==> config.mk <==
export PLATFORM = sky130hd
export DESIGN_NAME = ssl_supervisor
export DESIGN_NICKNAME = d
export VERILOG_FILES = /design/src/ssl_pkg.sv /design/src/ssl_supervisor.sv /design/src/ssl_sync.sv
export SDC_FILE = /design/constraint.sdc
export NUM_CORES = 1
export LEC_CHECK = 0
export BUFFER_PORTS_ARGS = -buffer_cell sky130_fd_sc_hd__buf_2
export CAP_MARGIN = 30
export CORE_ASPECT_RATIO = 0.9
export CORE_MARGIN = 8
export CORE_UTILIZATION = 42
export CTS_BUF_LIST = sky130_fd_sc_hd__clkbuf_4 sky130_fd_sc_hd__clkbuf_8
export CTS_CLUSTER_SIZE = 16
export DETAILED_ROUTE_END_ITERATION = 12
export GPL_ROUTABILITY_DRIVEN = 0
export GPL_TIMING_DRIVEN = 0
export PLACE_DENSITY_LB_ADDON = 0.25
export SYNTH_ARGS = -nofsm -noshare
export SYNTH_HDL_FRONTEND = slang
export SYNTH_SLANG_ARGS = --single-unit
==> constraint.sdc <==
create_clock -name REF_CLK_IN -period 2.9 [get_ports REF_CLK_IN]
set_input_delay 0.145 -clock REF_CLK_IN [delete_from_list [all_inputs] [get_ports REF_CLK_IN]]
set_output_delay 0.145 -clock REF_CLK_IN [all_outputs]
set_load 0.05 [all_outputs]
==> src/ssl_pkg.sv <==
// Shared constants and carrier types for the supply supervisor logic
package ssl_pkg;
   // ----------------------------------------------------------------
   // Timing
   // ----------------------------------------------------------------
   localparam int CLK_PERIOD_NS = 100;
   localparam int TICK_US = 1000;
   localparam int TICK_CYCLES_DEF = TICK_US * 1000 / CLK_PERIOD_NS;
   localparam int CNT_W = 13;
   localparam int RESET_MS = 200;
   localparam int WD_SHORT_MS = 100;
   localparam int WD_LONG_MS = 1600;
   localparam logic [CNT_W-1:0] INT_RESET_TICKS = CNT_W'(RESET_MS * 1000 / TICK_US);
   localparam logic [CNT_W-1:0] INT_SHORT_TICKS = CNT_W'(WD_SHORT_MS * 1000 / TICK_US);
   localparam logic [CNT_W-1:0] INT_LONG_TICKS = CNT_W'(WD_LONG_MS * 1000 / TICK_US);
   localparam logic [CNT_W-1:0] EXT_RESET_CLKS = 13'h0800;
   localparam logic [CNT_W-1:0] EXT_SHORT_CLKS = 13'h0400;
   localparam logic [CNT_W-1:0] EXT_LONG_CLKS = 13'h1000;
   // ----------------------------------------------------------------
   // Period kinds and states
   // ----------------------------------------------------------------
   localparam logic [1:0] KIND_RESET = 2'h0;
   localparam logic [1:0] KIND_SHORT = 2'h1;
   localparam logic [1:0] KIND_LONG = 2'h2;
   typedef enum logic [1:0] {
      ST_OFF = 2'b00,
      ST_STRETCH = 2'b01,
      ST_RUN = 2'b10
   } ssl_state_t;
   // ----------------------------------------------------------------
   // Carriers
   // ----------------------------------------------------------------
   typedef struct packed {
      logic below_batt;
      logic below_thr;
      logic pf_ok;
   } ssl_cmp_t;
   typedef struct packed {
      logic reset_n;
      logic reset;
      logic low_n;
      logic wdo_n;
      logic pfo_n;
      logic on_batt;
      logic cs_n;
   } ssl_out_t;
   localparam ssl_cmp_t CMP_RST = 3'h6;
   localparam ssl_out_t OUT_RST = 7'h29;
endpackage : ssl_pkg

==> src/ssl_supervisor.sv <==
// Supply supervisor: reset stretch, watchdog, supply flags, chip-select gating
// ----------------------------------------------------------------
// ----------------------------------------------------------------
`timescale 1ns/1ps
module ssl_supervisor
   import ssl_pkg::*;
#(
   parameter int TICK_CYCLES = TICK_CYCLES_DEF
)(
   input wire logic REF_CLK_IN,
   input wire logic RST_IN,
   input wire logic SUPPLY_BELOW_THR_IN,
   input wire logic SUPPLY_BELOW_BATT_IN,
   input wire logic POWERFAIL_SENSE_IN,
   input wire logic WATCHDOG_STROBE_IN,
   input wire logic WATCHDOG_STROBE_FLOAT_IN,
   input wire logic CHIP_SELECT_N_IN,
   input wire logic TIMEBASE_SELECT_IN,
   input wire logic TIMEBASE_PIN_IN,
   output logic RESET_N_OUT,
   output logic RESET_OUT,
   output logic SUPPLY_LOW_N_OUT,
   output logic WATCHDOG_EXPIRED_N_OUT,
   output logic POWERFAIL_WARN_N_OUT,
   output logic ON_BATTERY_FLAG_OUT,
   output logic CHIP_SELECT_N_OUT
);
   // ----------------------------------------------------------------
   // Period decode, shared by reset stretch and watchdog
   // ----------------------------------------------------------------
   function automatic logic [CNT_W-1:0] period_limit(input logic internal,
                                                     input logic pin_hi,
                                                     input logic [1:0] kind);
      logic [CNT_W-1:0] lim;
      lim = INT_LONG_TICKS;
      if (!internal) begin
         case (kind)
            KIND_RESET: lim = EXT_RESET_CLKS;
            KIND_SHORT: lim = EXT_SHORT_CLKS;
            default: lim = EXT_LONG_CLKS;
         endcase
      end else begin
         case (kind)
            KIND_RESET: lim = INT_RESET_TICKS;
            KIND_SHORT: lim = pin_hi ? INT_LONG_TICKS : INT_SHORT_TICKS;
            default: lim = INT_LONG_TICKS;
         endcase
      end
      return lim;
   endfunction : period_limit

   ssl_cmp_t cmp_raw;
   ssl_cmp_t cmp;
   ssl_state_t state_reg, state_next;
   ssl_out_t out_reg, out_next;
   logic [CNT_W-1:0] cnt_reg, cnt_next;
   logic [23:0] pre_reg, pre_next;
   logic long_reg, long_next;
   logic strobe_last_reg, strobe_last_next;
   logic pin_last_reg, pin_last_next;
   logic sup_inv, backup, tick, edge_seen, cnt_done;
   logic [CNT_W-1:0] lim;

   // ----------------------------------------------------------------
   // Comparator synchronisation
   // ----------------------------------------------------------------
   assign cmp_raw = '{below_batt: SUPPLY_BELOW_BATT_IN, below_thr: SUPPLY_BELOW_THR_IN,
                      pf_ok: POWERFAIL_SENSE_IN};
   ssl_sync u_sync (
      .clk_in(REF_CLK_IN),
      .rst_in(RST_IN),
      .d_in(cmp_raw),
      .q_out(cmp)
   );

   // ----------------------------------------------------------------
   // Timebase, strobe edges and next state
   // ----------------------------------------------------------------
   always_comb begin
      backup = cmp.below_batt;
      sup_inv = cmp.below_thr | cmp.below_batt;
      pre_next = (pre_reg == 24'(TICK_CYCLES - 1)) ? 24'h000000 : pre_reg + 24'h000001;
      pin_last_next = TIMEBASE_PIN_IN;
      // External timebase counts rising edges of the pin as ticks
      tick = TIMEBASE_SELECT_IN ? (pre_reg == 24'(TICK_CYCLES - 1))
                                : (TIMEBASE_PIN_IN && !pin_last_reg);
      // Last level is frozen while floating so a float gap is no edge
      edge_seen = !sup_inv && !WATCHDOG_STROBE_FLOAT_IN &&
                  (WATCHDOG_STROBE_IN != strobe_last_reg);
      strobe_last_next = (sup_inv || WATCHDOG_STROBE_FLOAT_IN) ? strobe_last_reg
                                                                : WATCHDOG_STROBE_IN;
      lim = period_limit(TIMEBASE_SELECT_IN, TIMEBASE_PIN_IN,
                         (state_reg == ST_STRETCH) ? KIND_RESET :
                         (long_reg ? KIND_LONG : KIND_SHORT));
      cnt_done = tick && (cnt_reg == lim - 13'h0001);
      state_next = state_reg;
      cnt_next = cnt_reg;
      long_next = long_reg;
      out_next = out_reg;
      case (state_reg)
         ST_OFF: begin
            cnt_next = 13'h0000;
            if (!sup_inv) begin
               state_next = ST_STRETCH;
            end
         end
         ST_STRETCH: begin
            if (tick) begin
               cnt_next = cnt_reg + 13'h0001;
            end
            if (cnt_done) begin
               state_next = ST_RUN;
               cnt_next = 13'h0000;
               long_next = 1'b1;
            end
         end
         ST_RUN: begin
            if (WATCHDOG_STROBE_FLOAT_IN) begin
               cnt_next = 13'h0000;
            end else if (edge_seen) begin
               cnt_next = 13'h0000;
               long_next = 1'b0;
            end else if (cnt_done) begin
               state_next = ST_STRETCH;
               cnt_next = 13'h0000;
            end else if (tick) begin
               cnt_next = cnt_reg + 13'h0001;
            end
         end
         default: begin
            state_next = ST_OFF;
            cnt_next = 13'h0000;
         end
      endcase
      if (sup_inv) begin
         state_next = ST_OFF;
      end
      // Expired flag: clear on edge, set on timeout; an edge or an invalid supply in the timeout cycle wins over the set
      if (edge_seen) begin
         out_next.wdo_n = 1'b1;
      end
      if (state_reg == ST_RUN && !WATCHDOG_STROBE_FLOAT_IN && !edge_seen && cnt_done) begin
         out_next.wdo_n = 1'b0;
      end
      if (sup_inv) begin
         out_next.wdo_n = 1'b1;
      end
      out_next.reset_n = (state_next == ST_RUN);
      out_next.reset = !(state_next == ST_RUN);
      out_next.low_n = !sup_inv;
      out_next.on_batt = backup;
      out_next.pfo_n = backup ? 1'b0 : cmp.pf_ok;
      out_next.cs_n = sup_inv ? 1'b1 : CHIP_SELECT_N_IN;
   end

   always_ff @(posedge REF_CLK_IN or posedge RST_IN) begin
      if (RST_IN) begin
         state_reg <= ST_OFF;
         out_reg <= OUT_RST;
         cnt_reg <= 13'h0000;
         pre_reg <= 24'h000000;
         long_reg <= 1'b1;
         strobe_last_reg <= 1'b0;
         pin_last_reg <= 1'b0;
      end else begin
         state_reg <= state_next;
         out_reg <= out_next;
         cnt_reg <= cnt_next;
         pre_reg <= pre_next;
         long_reg <= long_next;
         strobe_last_reg <= strobe_last_next;
         pin_last_reg <= pin_last_next;
      end
   end

   // ----------------------------------------------------------------
   // Outputs, each straight from a flop
   // ----------------------------------------------------------------
   assign RESET_N_OUT = out_reg.reset_n;
   assign RESET_OUT = out_reg.reset;
   assign SUPPLY_LOW_N_OUT = out_reg.low_n;
   assign WATCHDOG_EXPIRED_N_OUT = out_reg.wdo_n;
   assign POWERFAIL_WARN_N_OUT = out_reg.pfo_n;
   assign ON_BATTERY_FLAG_OUT = out_reg.on_batt;
   assign CHIP_SELECT_N_OUT = out_reg.cs_n;
endmodule : ssl_supervisor

==> src/ssl_sync.sv <==
// Two-stage synchroniser for comparator decisions
`timescale 1ns/1ps
module ssl_sync
   import ssl_pkg::*;
(
   input wire logic clk_in,
   input wire logic rst_in,
   input wire ssl_cmp_t d_in,
   output ssl_cmp_t q_out
);
   logic [2:0] meta_reg;
   logic [2:0] sync_reg;
   genvar i;
   // ----------------------------------------------------------------
   // One pair of flops per bit
   // ----------------------------------------------------------------
   generate
      for (i = 0; i < 3; i++) begin : g_bit
         always_ff @(posedge clk_in or posedge rst_in) begin
            if (rst_in) begin
               meta_reg[i] <= CMP_RST[i];
               sync_reg[i] <= CMP_RST[i];
            end else begin
               meta_reg[i] <= d_in[i];
               sync_reg[i] <= meta_reg[i];
            end
         end
      end
   endgenerate
   assign q_out = sync_reg;
endmodule : ssl_sync

==> results of run 1 <==
==> metrics by stage <==
step	cell area [um^2]	hold WS (ns)	total power (uW)
2_1_floorplan	2840	0.149	870
3_3_place_gp	3030	0.264	895
3_5_place_dp	3050	0.219	900
4_1_cts	3250	0.00510	1430
5_1_grt	3380	0.00712	1490
6_report	3380	0.0122	1430
==> worst paths after layout <==
| path | to | slack, ns | depth (start not counted) |
|---|---|---|---|
| setup / recovery | state_reg[1] | 0.04 | 12 |
| hold / removal | CHIP_SELECT_N_OUT | 0.01 | 2 |
| setup reg to reg | state_reg[1] | 0.04 | 12 |
| hold reg to reg | u_sync.q_out[0] | 0.36 | 0 |
| max in group asynchronous | u_sync.q_out[2] | 1.89 | 4 |
| min in group asynchronous | POWERFAIL_WARN_N_OUT | 0.40 | 3 |
==> metal layers <==
metal  routed length, um  vias up  global-route usage (%)
met2                2440       25                    17.1
met4                  78        0                    4.64
met5                   0        -                       0
met3                 205        6                    2.37
met1                2730      954                    16.9
li1                    -     1001                       -
==> cell families after synthesis <==
family | share of synthesized area, %
and+or+nand+nor | 23.4
DFF | 48.9
muxes | 1.10
adders and majority gates | 4.42
buffers and inverters | 2.96
xor gates and xnor gates | 12.4
AOI/OAI and AO/OA | 6.89
==> cell usage after synthesis (2+ instances only) <==
| cell type | count | share of area, % |
|---|---|---|
| sky130_fd_sc_hd__a211oi_2 | 2 | 0.88 |
| sky130_fd_sc_hd__a21oi_1 | 4 | 0.71 |
| sky130_fd_sc_hd__a31oi_1 | 2 | 0.44 |
| sky130_fd_sc_hd__and2_1 | 4 | 0.88 |
| sky130_fd_sc_hd__and3_1 | 5 | 1.1 |
| sky130_fd_sc_hd__buf_6 | 2 | 0.79 |
| sky130_fd_sc_hd__dfrtp_1 | 47 | 42 |
| sky130_fd_sc_hd__dfstp_2 | 8 | 7.4 |
| sky130_fd_sc_hd__ha_1 | 10 | 4.4 |
| sky130_fd_sc_hd__inv_1 | 12 | 1.6 |
| sky130_fd_sc_hd__mux2i_1 | 2 | 0.71 |
| sky130_fd_sc_hd__nand2_1 | 18 | 2.4 |
| sky130_fd_sc_hd__nand2b_1 | 2 | 0.44 |
| sky130_fd_sc_hd__nand3_1 | 16 | 2.8 |
| sky130_fd_sc_hd__nand3b_1 | 2 | 0.53 |
| sky130_fd_sc_hd__nand4_1 | 12 | 2.6 |
| sky130_fd_sc_hd__nor2_1 | 34 | 4.5 |
| sky130_fd_sc_hd__nor2b_1 | 3 | 0.66 |
| sky130_fd_sc_hd__nor3_1 | 5 | 0.88 |
| sky130_fd_sc_hd__nor4_1 | 2 | 0.44 |
| sky130_fd_sc_hd__o211ai_1 | 2 | 0.53 |
| sky130_fd_sc_hd__o21ai_0 | 5 | 0.88 |
| sky130_fd_sc_hd__or3_1 | 2 | 0.44 |
| sky130_fd_sc_hd__xnor2_1 | 24 | 7.4 |
| sky130_fd_sc_hd__xor2_1 | 16 | 4.9 |
==> critical path, delay by kind of cell, from the launching register on <==
kind / cells / cell delay, ns
buffers and inverters: 2 / 0.17
flip-flops: 1 / 0.39
AND/OR/NAND/NOR: 4 / 1.18
adder cells (fa/ha/maj): 2 / 0.38
AO/OA/AOI/OAI: 3 / 0.47
XOR/XNOR: 1 / 0.17
==> what timing repair did <==
| action | CTS | global route |
|---|---|---|
| endpoints found under the setup margin | 19 | 16 |
| gates cloned | 1 | 0 |
| pin swaps | 4 | 15 |
| hold buffers | 4 | 1 |
| resized for setup | 7 | 18 |
| endpoints found under the hold margin | 22 | 1 |
| setup buffers | 3 | 5 |
==> power groups by stage <==
stage          registers (uW)  logic, uW  clock network, uW
2_1_floorplan             809       60.3                  0
3_3_place_gp              800       94.8                  0
3_5_place_dp              801       99.0                  0
4_1_cts                   786        109                536
5_1_grt                   787        133                565
6_report                  785        119                521
==> cell type report <==
type,instances,area [um^2]
multi-input cells,197,1450
well taps,90,113
repair buffers,31,221
fillers,616,3170
inverters,12,45.0
plain buffers,5,46.3
clock buffers,5,68.8
flip-flops and latches,55,1390
clock inverters,3,46.3
==> summary.md, run 1 <==
The run finished with clean final reports. After detailed routing, the total wire length is 5450 um. On the critical path, the stage with the largest delay is an instance of sky130_fd_sc_hd__or4_4.

Initial core utilization: 43.3%. For the worst setup path, the data required time is 3.10 ns. For the total track usage, the log shows 11.9%. The library cell used most frequently in the layout, excluding fill and tap cells, is sky130_fd_sc_hd__dfrtp_1. Of all nets on the critical path, the largest fanout is 3. The number of different library cells used by synthesis comes to 53. The number of failing hold endpoints at the final stage is 0.

Post-synthesis async set-or-reset flop share: 100%. The tools report the static leakage as 0.00142 uW. Per report_power, the clock group accounts for 36.6% of the total. IR analysis of the VDD net gives a maximum drop of 173 uV. The final route contains 1,986 vias.

In this run the remaining antenna-violating nets after routing total 0. The post-synthesis register bit count is 55. Global-route wire length before repair: 9090 um.

After layout, the worst setup slack is 0.0427 ns. The number of top-level pins was 17; the die outline area was 9640 um^2. The synthesized netlist occupies a cell area of 2830 um^2. Per report_power, the combinational group accounts for 8.4% of the total. At the end of the flow the core is filled with cells to 51.5%.

Among all flip-flop cells after synthesis, the most frequent one is sky130_fd_sc_hd__dfrtp_1. In the final design database the tool counted 327 nets. The worst path in the final design needs a cycle of 2.86 ns, including I/O delays and setup. After floorplanning, the core was divided into 28 placement rows. Yosys mapped a number of flops with a built-in enable equal to 0. In the final routed layout, each cell accounts on average for 13.7 um. Before antenna repair, the detailed router went through 4 iterations.

Delay of the slowest cell on the worst path: 0.60 ns. Summed over all nets, the switching power comes to 337 uW. The number of global-route vias before repair came out at 1,889. Detailed placement finished with a half-perimeter wire length of 3730 um.

In this run the critical register-to-register path is launched from state_reg[1]. CTS built an H-tree with a depth of 2. The share of post-route cells with drive strength above 1 works out to 25.6%. The number of port buffers came out at 16.

The area added between synthesis and finish came out at 19.2%. In the layout the commonest cells are sky130_fd_sc_hd__dfrtp_1, sky130_fd_sc_hd__nor2_1, sky130_fd_sc_hd__xnor2_1, sky130_fd_sc_hd__nand2_1, sky130_fd_sc_hd__buf_2. Between clock sinks in the finished design, the worst skew comes to 0.00694 ns. The via count normalized by instance count was 4.99.

Measured along the y axis, the die boundary spans 93.9 um. The cell count after placement is 376. The setup path with the least slack is of type flip-flop to flip-flop.

Synthesis handed over a netlist of 269 instances. For the number of antenna violations at the first check in global routing, the log shows 0. The maximum number of buffers from clock root to sink was 2. The ratio of total power to cell area was 422 nW/um^2. For this block, the initial DRC count from the detailed router was 65. Counting every sink on the clock net gives 55. The core region is 6550 um^2. Setup violations remaining at the end of the flow were counted as 0. Measured along the x axis, the die boundary spans 103 um. The share of total power in sequential cells is 55.1%. The number of antenna diodes in the final layout is 0. Static timing analysis puts the maximum clock frequency at 0.350 GHz. Entering global routing, the biggest net connects 33 pins. The worst hold path belongs to the class input port to flip-flop. Across the run, the number of max-cap violations was 0. The slew of the pin with the lowest slew margin works out to 0.564 ns. Clock tree synthesis inserted a total of 5 buffers. The most frequent cell on the critical path is sky130_fd_sc_hd__inv_2. For the worst setup path, the data arrival time is 3.06 ns. Dividing the final minimum period by the clock period gives 98.5%.

For this run, design rule violations remaining after detail routing come to 0. At the placement stage, the worst setup path has a slack of -0.223 ns. Clock root buffer master: sky130_fd_sc_hd__clkbuf_8. Clock-pin slew was measured on the worst setup and hold paths at 0.10 ns. Leaving out filler cells and counting taps, the final layout contains 398. The insertion delay to the later sink of the worst-skew pair is 0.31 ns.

The critical path starts at state_reg[1]. TritonCTS built the clock tree. The tools report the synthesis warning total as 0. Setup repair after global routing could not meet its margin everywhere. The tools report the internal cell power as 1090 uW.

After synthesis, flip-flops and latches occupy 48.9% of the total area. Summed over all layers, the global routing overflow is 0. The switching power share of the total came out at 23.7%. The startpoint type of the worst setup path is a flip-flop. The worst pin sits at a relative slew slack of 62.3%. Synthesized area per cell: 10.5 um^2. The worst setup path is captured at a flip-flop.

For the final number of max-transition violations, the log shows 0. The register with the most flip-flops in the layout has 24 of them. The signal on the critical path passes through inv_2 -> ha_4 -> nor4b_4 -> inv_2 -> ha_2 -> xor2_2 -> a31oi_1 -> or4_4 -> a211oi_4 -> nand3_1 -> a21o_1 -> and3_1. The synthesized net count was 289. The tools report the worst hold path startpoint as CHIP_SELECT_N_IN.

For the setup TNS, the log shows 0 ns.
No activity file was read; power rests on OpenSTA's default activity.
==> run 2: changes to the inputs <==
CORE_ASPECT_RATIO = 0.8   (was 0.9)
==> run 2 against run 1 <==
  * The run now ends with negative setup slack left
  * Count of clock-buffer cells in the layout grew 3
  * Global-route usage is 0.41 points higher
  * Fmax decreased by 3.9%
  * Flip-flop and latch count is the same
  * Largest power group unchanged
  * Critical path depth unchanged
  * Utilization rose by 0.37 points
  * Critical path type unchanged
  * Largest cell class unchanged
  * Cell area fell by 0.48%
  * Non-clock buffer count did not move
  * Die area up 0.14%
==> summary.md, run 2 (synthesis results as in run 1) <==
The endpoint identified for the worst register-to-register timing path is state_reg[1]. The tools report the maximum number of buffers from clock root to sink as 2 (unchanged). The total number of nets in the final design was 327 (unchanged); the post-placement setup slack was -0.275 ns (-0.0524 ns). The tools report the number of filler instances in the final layout as 555 (-9.9%).

The class of the most critical hold timing path is input port to flip-flop. The static leakage is 0.00142 uW (about the same), and the slack of the worst reg-to-reg path is -0.07 ns (-0.12 ns). The top cell types in the final layout, fill and taps aside, are sky130_fd_sc_hd__dfrtp_1, sky130_fd_sc_hd__nor2_1, sky130_fd_sc_hd__xnor2_1, sky130_fd_sc_hd__nand2_1, sky130_fd_sc_hd__buf_2.

The run gives 1,997 (+0.55%) as the via count. The pin count of the biggest net entering global routing is 35 (+6.1%), and the net switching component of the power is 313 uW (-7.3%). The worst setup path is captured at a flip-flop. The share of post-route cells with drive strength above 1 is 26.3% (+0.65 points), and the worst-path maximum fanout is 3 (unchanged). In this run the critical register-to-register path is launched from state_reg[1]. The number of max-cap violations came out at 0 (unchanged). The startpoint identified for the worst hold timing path is CHIP_SELECT_N_IN. The tree is rooted in a sky130_fd_sc_hd__clkbuf_8. The setup path with the least slack is of type flip-flop to flip-flop.

Maximum resistive drop on vdd: 215 uV (+25%). Traced cell by cell, the critical path runs through inv_2 -> ha_4 -> nor4b_4 -> inv_2 -> ha_4 -> xor2_1 -> nand4_1 -> or4_4 -> a211oi_4 -> nand3_1 -> a21o_1 -> and3_1. The final reports fail on negative setup slack. The area occupied by multi-input gates was 1450 um^2 (+0.35%); the area added between synthesis and finish was 18.6%. TritonCTS built the clock tree. The logs give 14 (+14) for the number of setup violations in the final report and 4 (unchanged) for the first-pass iteration count of the detailed router. The number of port buffers is 16 (unchanged). The internal cell power is 1060 uW (-2.9%).

The switching power share of the total came out at 22.8% (-0.81 points). The run gives 26 (-7.1%) as the number of core rows. Number of top-level pins: 17 (unchanged). The H-tree level count is 2 (unchanged), and the arrival time at the worst endpoint is 3.16 ns (+0.10 ns).

The global-route wire length before repair is 9430 um (+3.7%), and the vertical die dimension is 89.5 um (-4.7%). The run gives 0 (unchanged) as the antenna diode instance count. Setup repair after global routing could not meet its margin everywhere. The flip-flop count of the largest register, all copies and words added is 24 (unchanged).

The logs give 9650 um^2 (+0.14%) for the die outline area and 57.3% (+2.2 points) for the share of total power in sequential cells. The slack of the critical path was -0.0729 ns (-0.116 ns). Portion of the clock cycle consumed by the worst path in the final layout: 103% (+4.0 points).

For hold timing, the worst endpoint is CHIP_SELECT_N_OUT. Width of the chip: 108 um (+5.1%). The tools report the insertion delay to the later sink of the worst-skew pair as 0.30 ns (about the same). The slew of the pin with the lowest slew margin was 0.531 ns (-0.0327 ns). The number of clock buffers inserted by TritonCTS was 5 (unchanged); the via count normalized by instance count was 5.09 (+2.1%). Clock network power share: 33.8% (-2.8 points).

The slowest stage of the critical path belongs to the cell sky130_fd_sc_hd__or4_4. The total area of sequential cells was 1390 um^2 (unchanged); the minimum period implied by the final worst setup slack was 2.97 ns (+0.116 ns). The total DRC errors in the routed layout was 0 (unchanged).

Leading cell type in the layout, fill and taps excluded: sky130_fd_sc_hd__dfrtp_1. The number of failing hold endpoints at the final stage is 0 (unchanged). The number of global-route vias before repair is 1,957 (+3.6%). The number of antenna violations at the first check in global routing is 0 (unchanged). The flow ran to the end, but the final reports show violations.

For the number of antenna-violating nets in the routed design, the log shows 0 (unchanged). The upper clock frequency limit is 0.336 GHz (-3.9%). For the required time of the critical path, the log shows 3.09 ns (about the same).

The routed wire length came out at 5700 um (+4.5%). The DRC violation total after the first TritonRoute iteration was 83 (+28%); the ratio of total power to cell area was 407 nW/um^2 (-3.5%). The worst setup path is launched from a flip-flop.

The depth of the worst register-to-register path works out to 12 (unchanged). The clock transition at the registers of the reported paths came out at 0.09 ns (about the same). The depth of the worst hold-timing path was 2 (unchanged); the placed wire-length estimate was 4000 um (+7.1%). The setup TNS is -0.868 ns (-0.868 ns), and the final number of max-transition violations is 0 (unchanged). The tools report the number of clock sinks as 55 (unchanged).

Max-slew headroom at the worst pin: 64.4% (+2.2 points). Placeable core region: 6470 um^2 (-1.2%). The combinational cell fraction of total power is 8.9% (+0.5 points). The delay of the slowest cell on the worst path came out at 0.54 ns (-0.06 ns).

The initial core utilization was 43.8% (+0.52 points). The logs give 0.00641 ns (-0.000529 ns) for the worst clock skew and 12.3% (+0.41 points) for the total track usage. The overflow left after global routing was 0 (unchanged).

The routed length per placed instance was 14.5 um (+6.1%).
-- run 2: how the worst max path moves through the flow --
stage / start / end / slack (ns) / cells after the start
floorplan: state_reg[1] / RESET_N_OUT / 0.03 / 12
global route: state_reg[1] / RESET_N_OUT / -0.22 / 12
global placement: state_reg[1] / RESET_N_OUT / -0.23 / 12
finish: state_reg[1] / state_reg[1] / -0.07 / 12
CTS: state_reg[0] / RESET_N_OUT / -0.01 / 11
detailed placement: state_reg[1] / RESET_N_OUT / -0.28 / 12
-- run 2: area by class of cell --
type	instances	area share, %
Tap cell	84	3.13
Multi-Input combinational cell	197	43.3
Sequential cell	55	41.3
Clock buffer	8	3.09
Inverter	12	1.34
Timing Repair Buffer	31	6.52
Buffer	5	1.38
-- run 2: stage by stage --
stage | instance area (um^2) | hold slack, ns | std cells | power, uW | utilization, %
after detailed placement | 3040 | 0.199 | 370 | 901 | 47.0
after floorplan | 2840 | 0.149 | 269 | 870 | -
after global placement | 3020 | 0.265 | 369 | 895 | 46.7
final | 3360 | 0.0292 | 392 | 1370 | 51.9
after global routing | 3360 | 0.0147 | 392 | 1430 | 51.9
after CTS | 3270 | 0.0219 | 389 | 1380 | 50.5
-- run 2: power groups by stage --
stage | combinational, uW | sequential [uW] | clock (uW)
after floorplan | 60.3 | 809 | 0
after global placement | 94.7 | 800 | 0
after detailed placement | 100 | 801 | 0
after CTS | 114 | 785 | 480
after global routing | 136 | 787 | 510
final | 122 | 785 | 463
-- run 2: worst max-delay path, delay by kind of cell, from the launching register on --
| kind | cells | cell delay (ns) |
|---|---|---|
| adder cells (fa/ha/maj) | 2 | 0.44 |
| buffers and inverters | 2 | 0.17 |
| AO/OA/AOI/OAI | 2 | 0.41 |
| AND/OR/NAND/NOR | 5 | 1.29 |
| XOR/XNOR | 1 | 0.16 |
| flip-flops | 1 | 0.38 |
-- run 2: metal layers --
metal | track usage (%) | wire, um | vias to the layer above
met5 | 0 | 0 | -
met4 | 2.89 | 40 | 0
met3 | 3.10 | 267 | 6
met2 | 18.7 | 2500 | 36
met1 | 17.1 | 2890 | 964
li1 | - | - | 991
-- run 2: what timing repair did --
action | 4_1_cts | 5_1_grt
pin swaps | 11 | 13
gates resized for setup | 8 | 19
setup buffers | 6 | 3
gates cloned | 1 | 0
endpoints found under the setup margin | 19 | 19
hold buffers | 4 | 0
hold endpoints to repair | 23 | 0
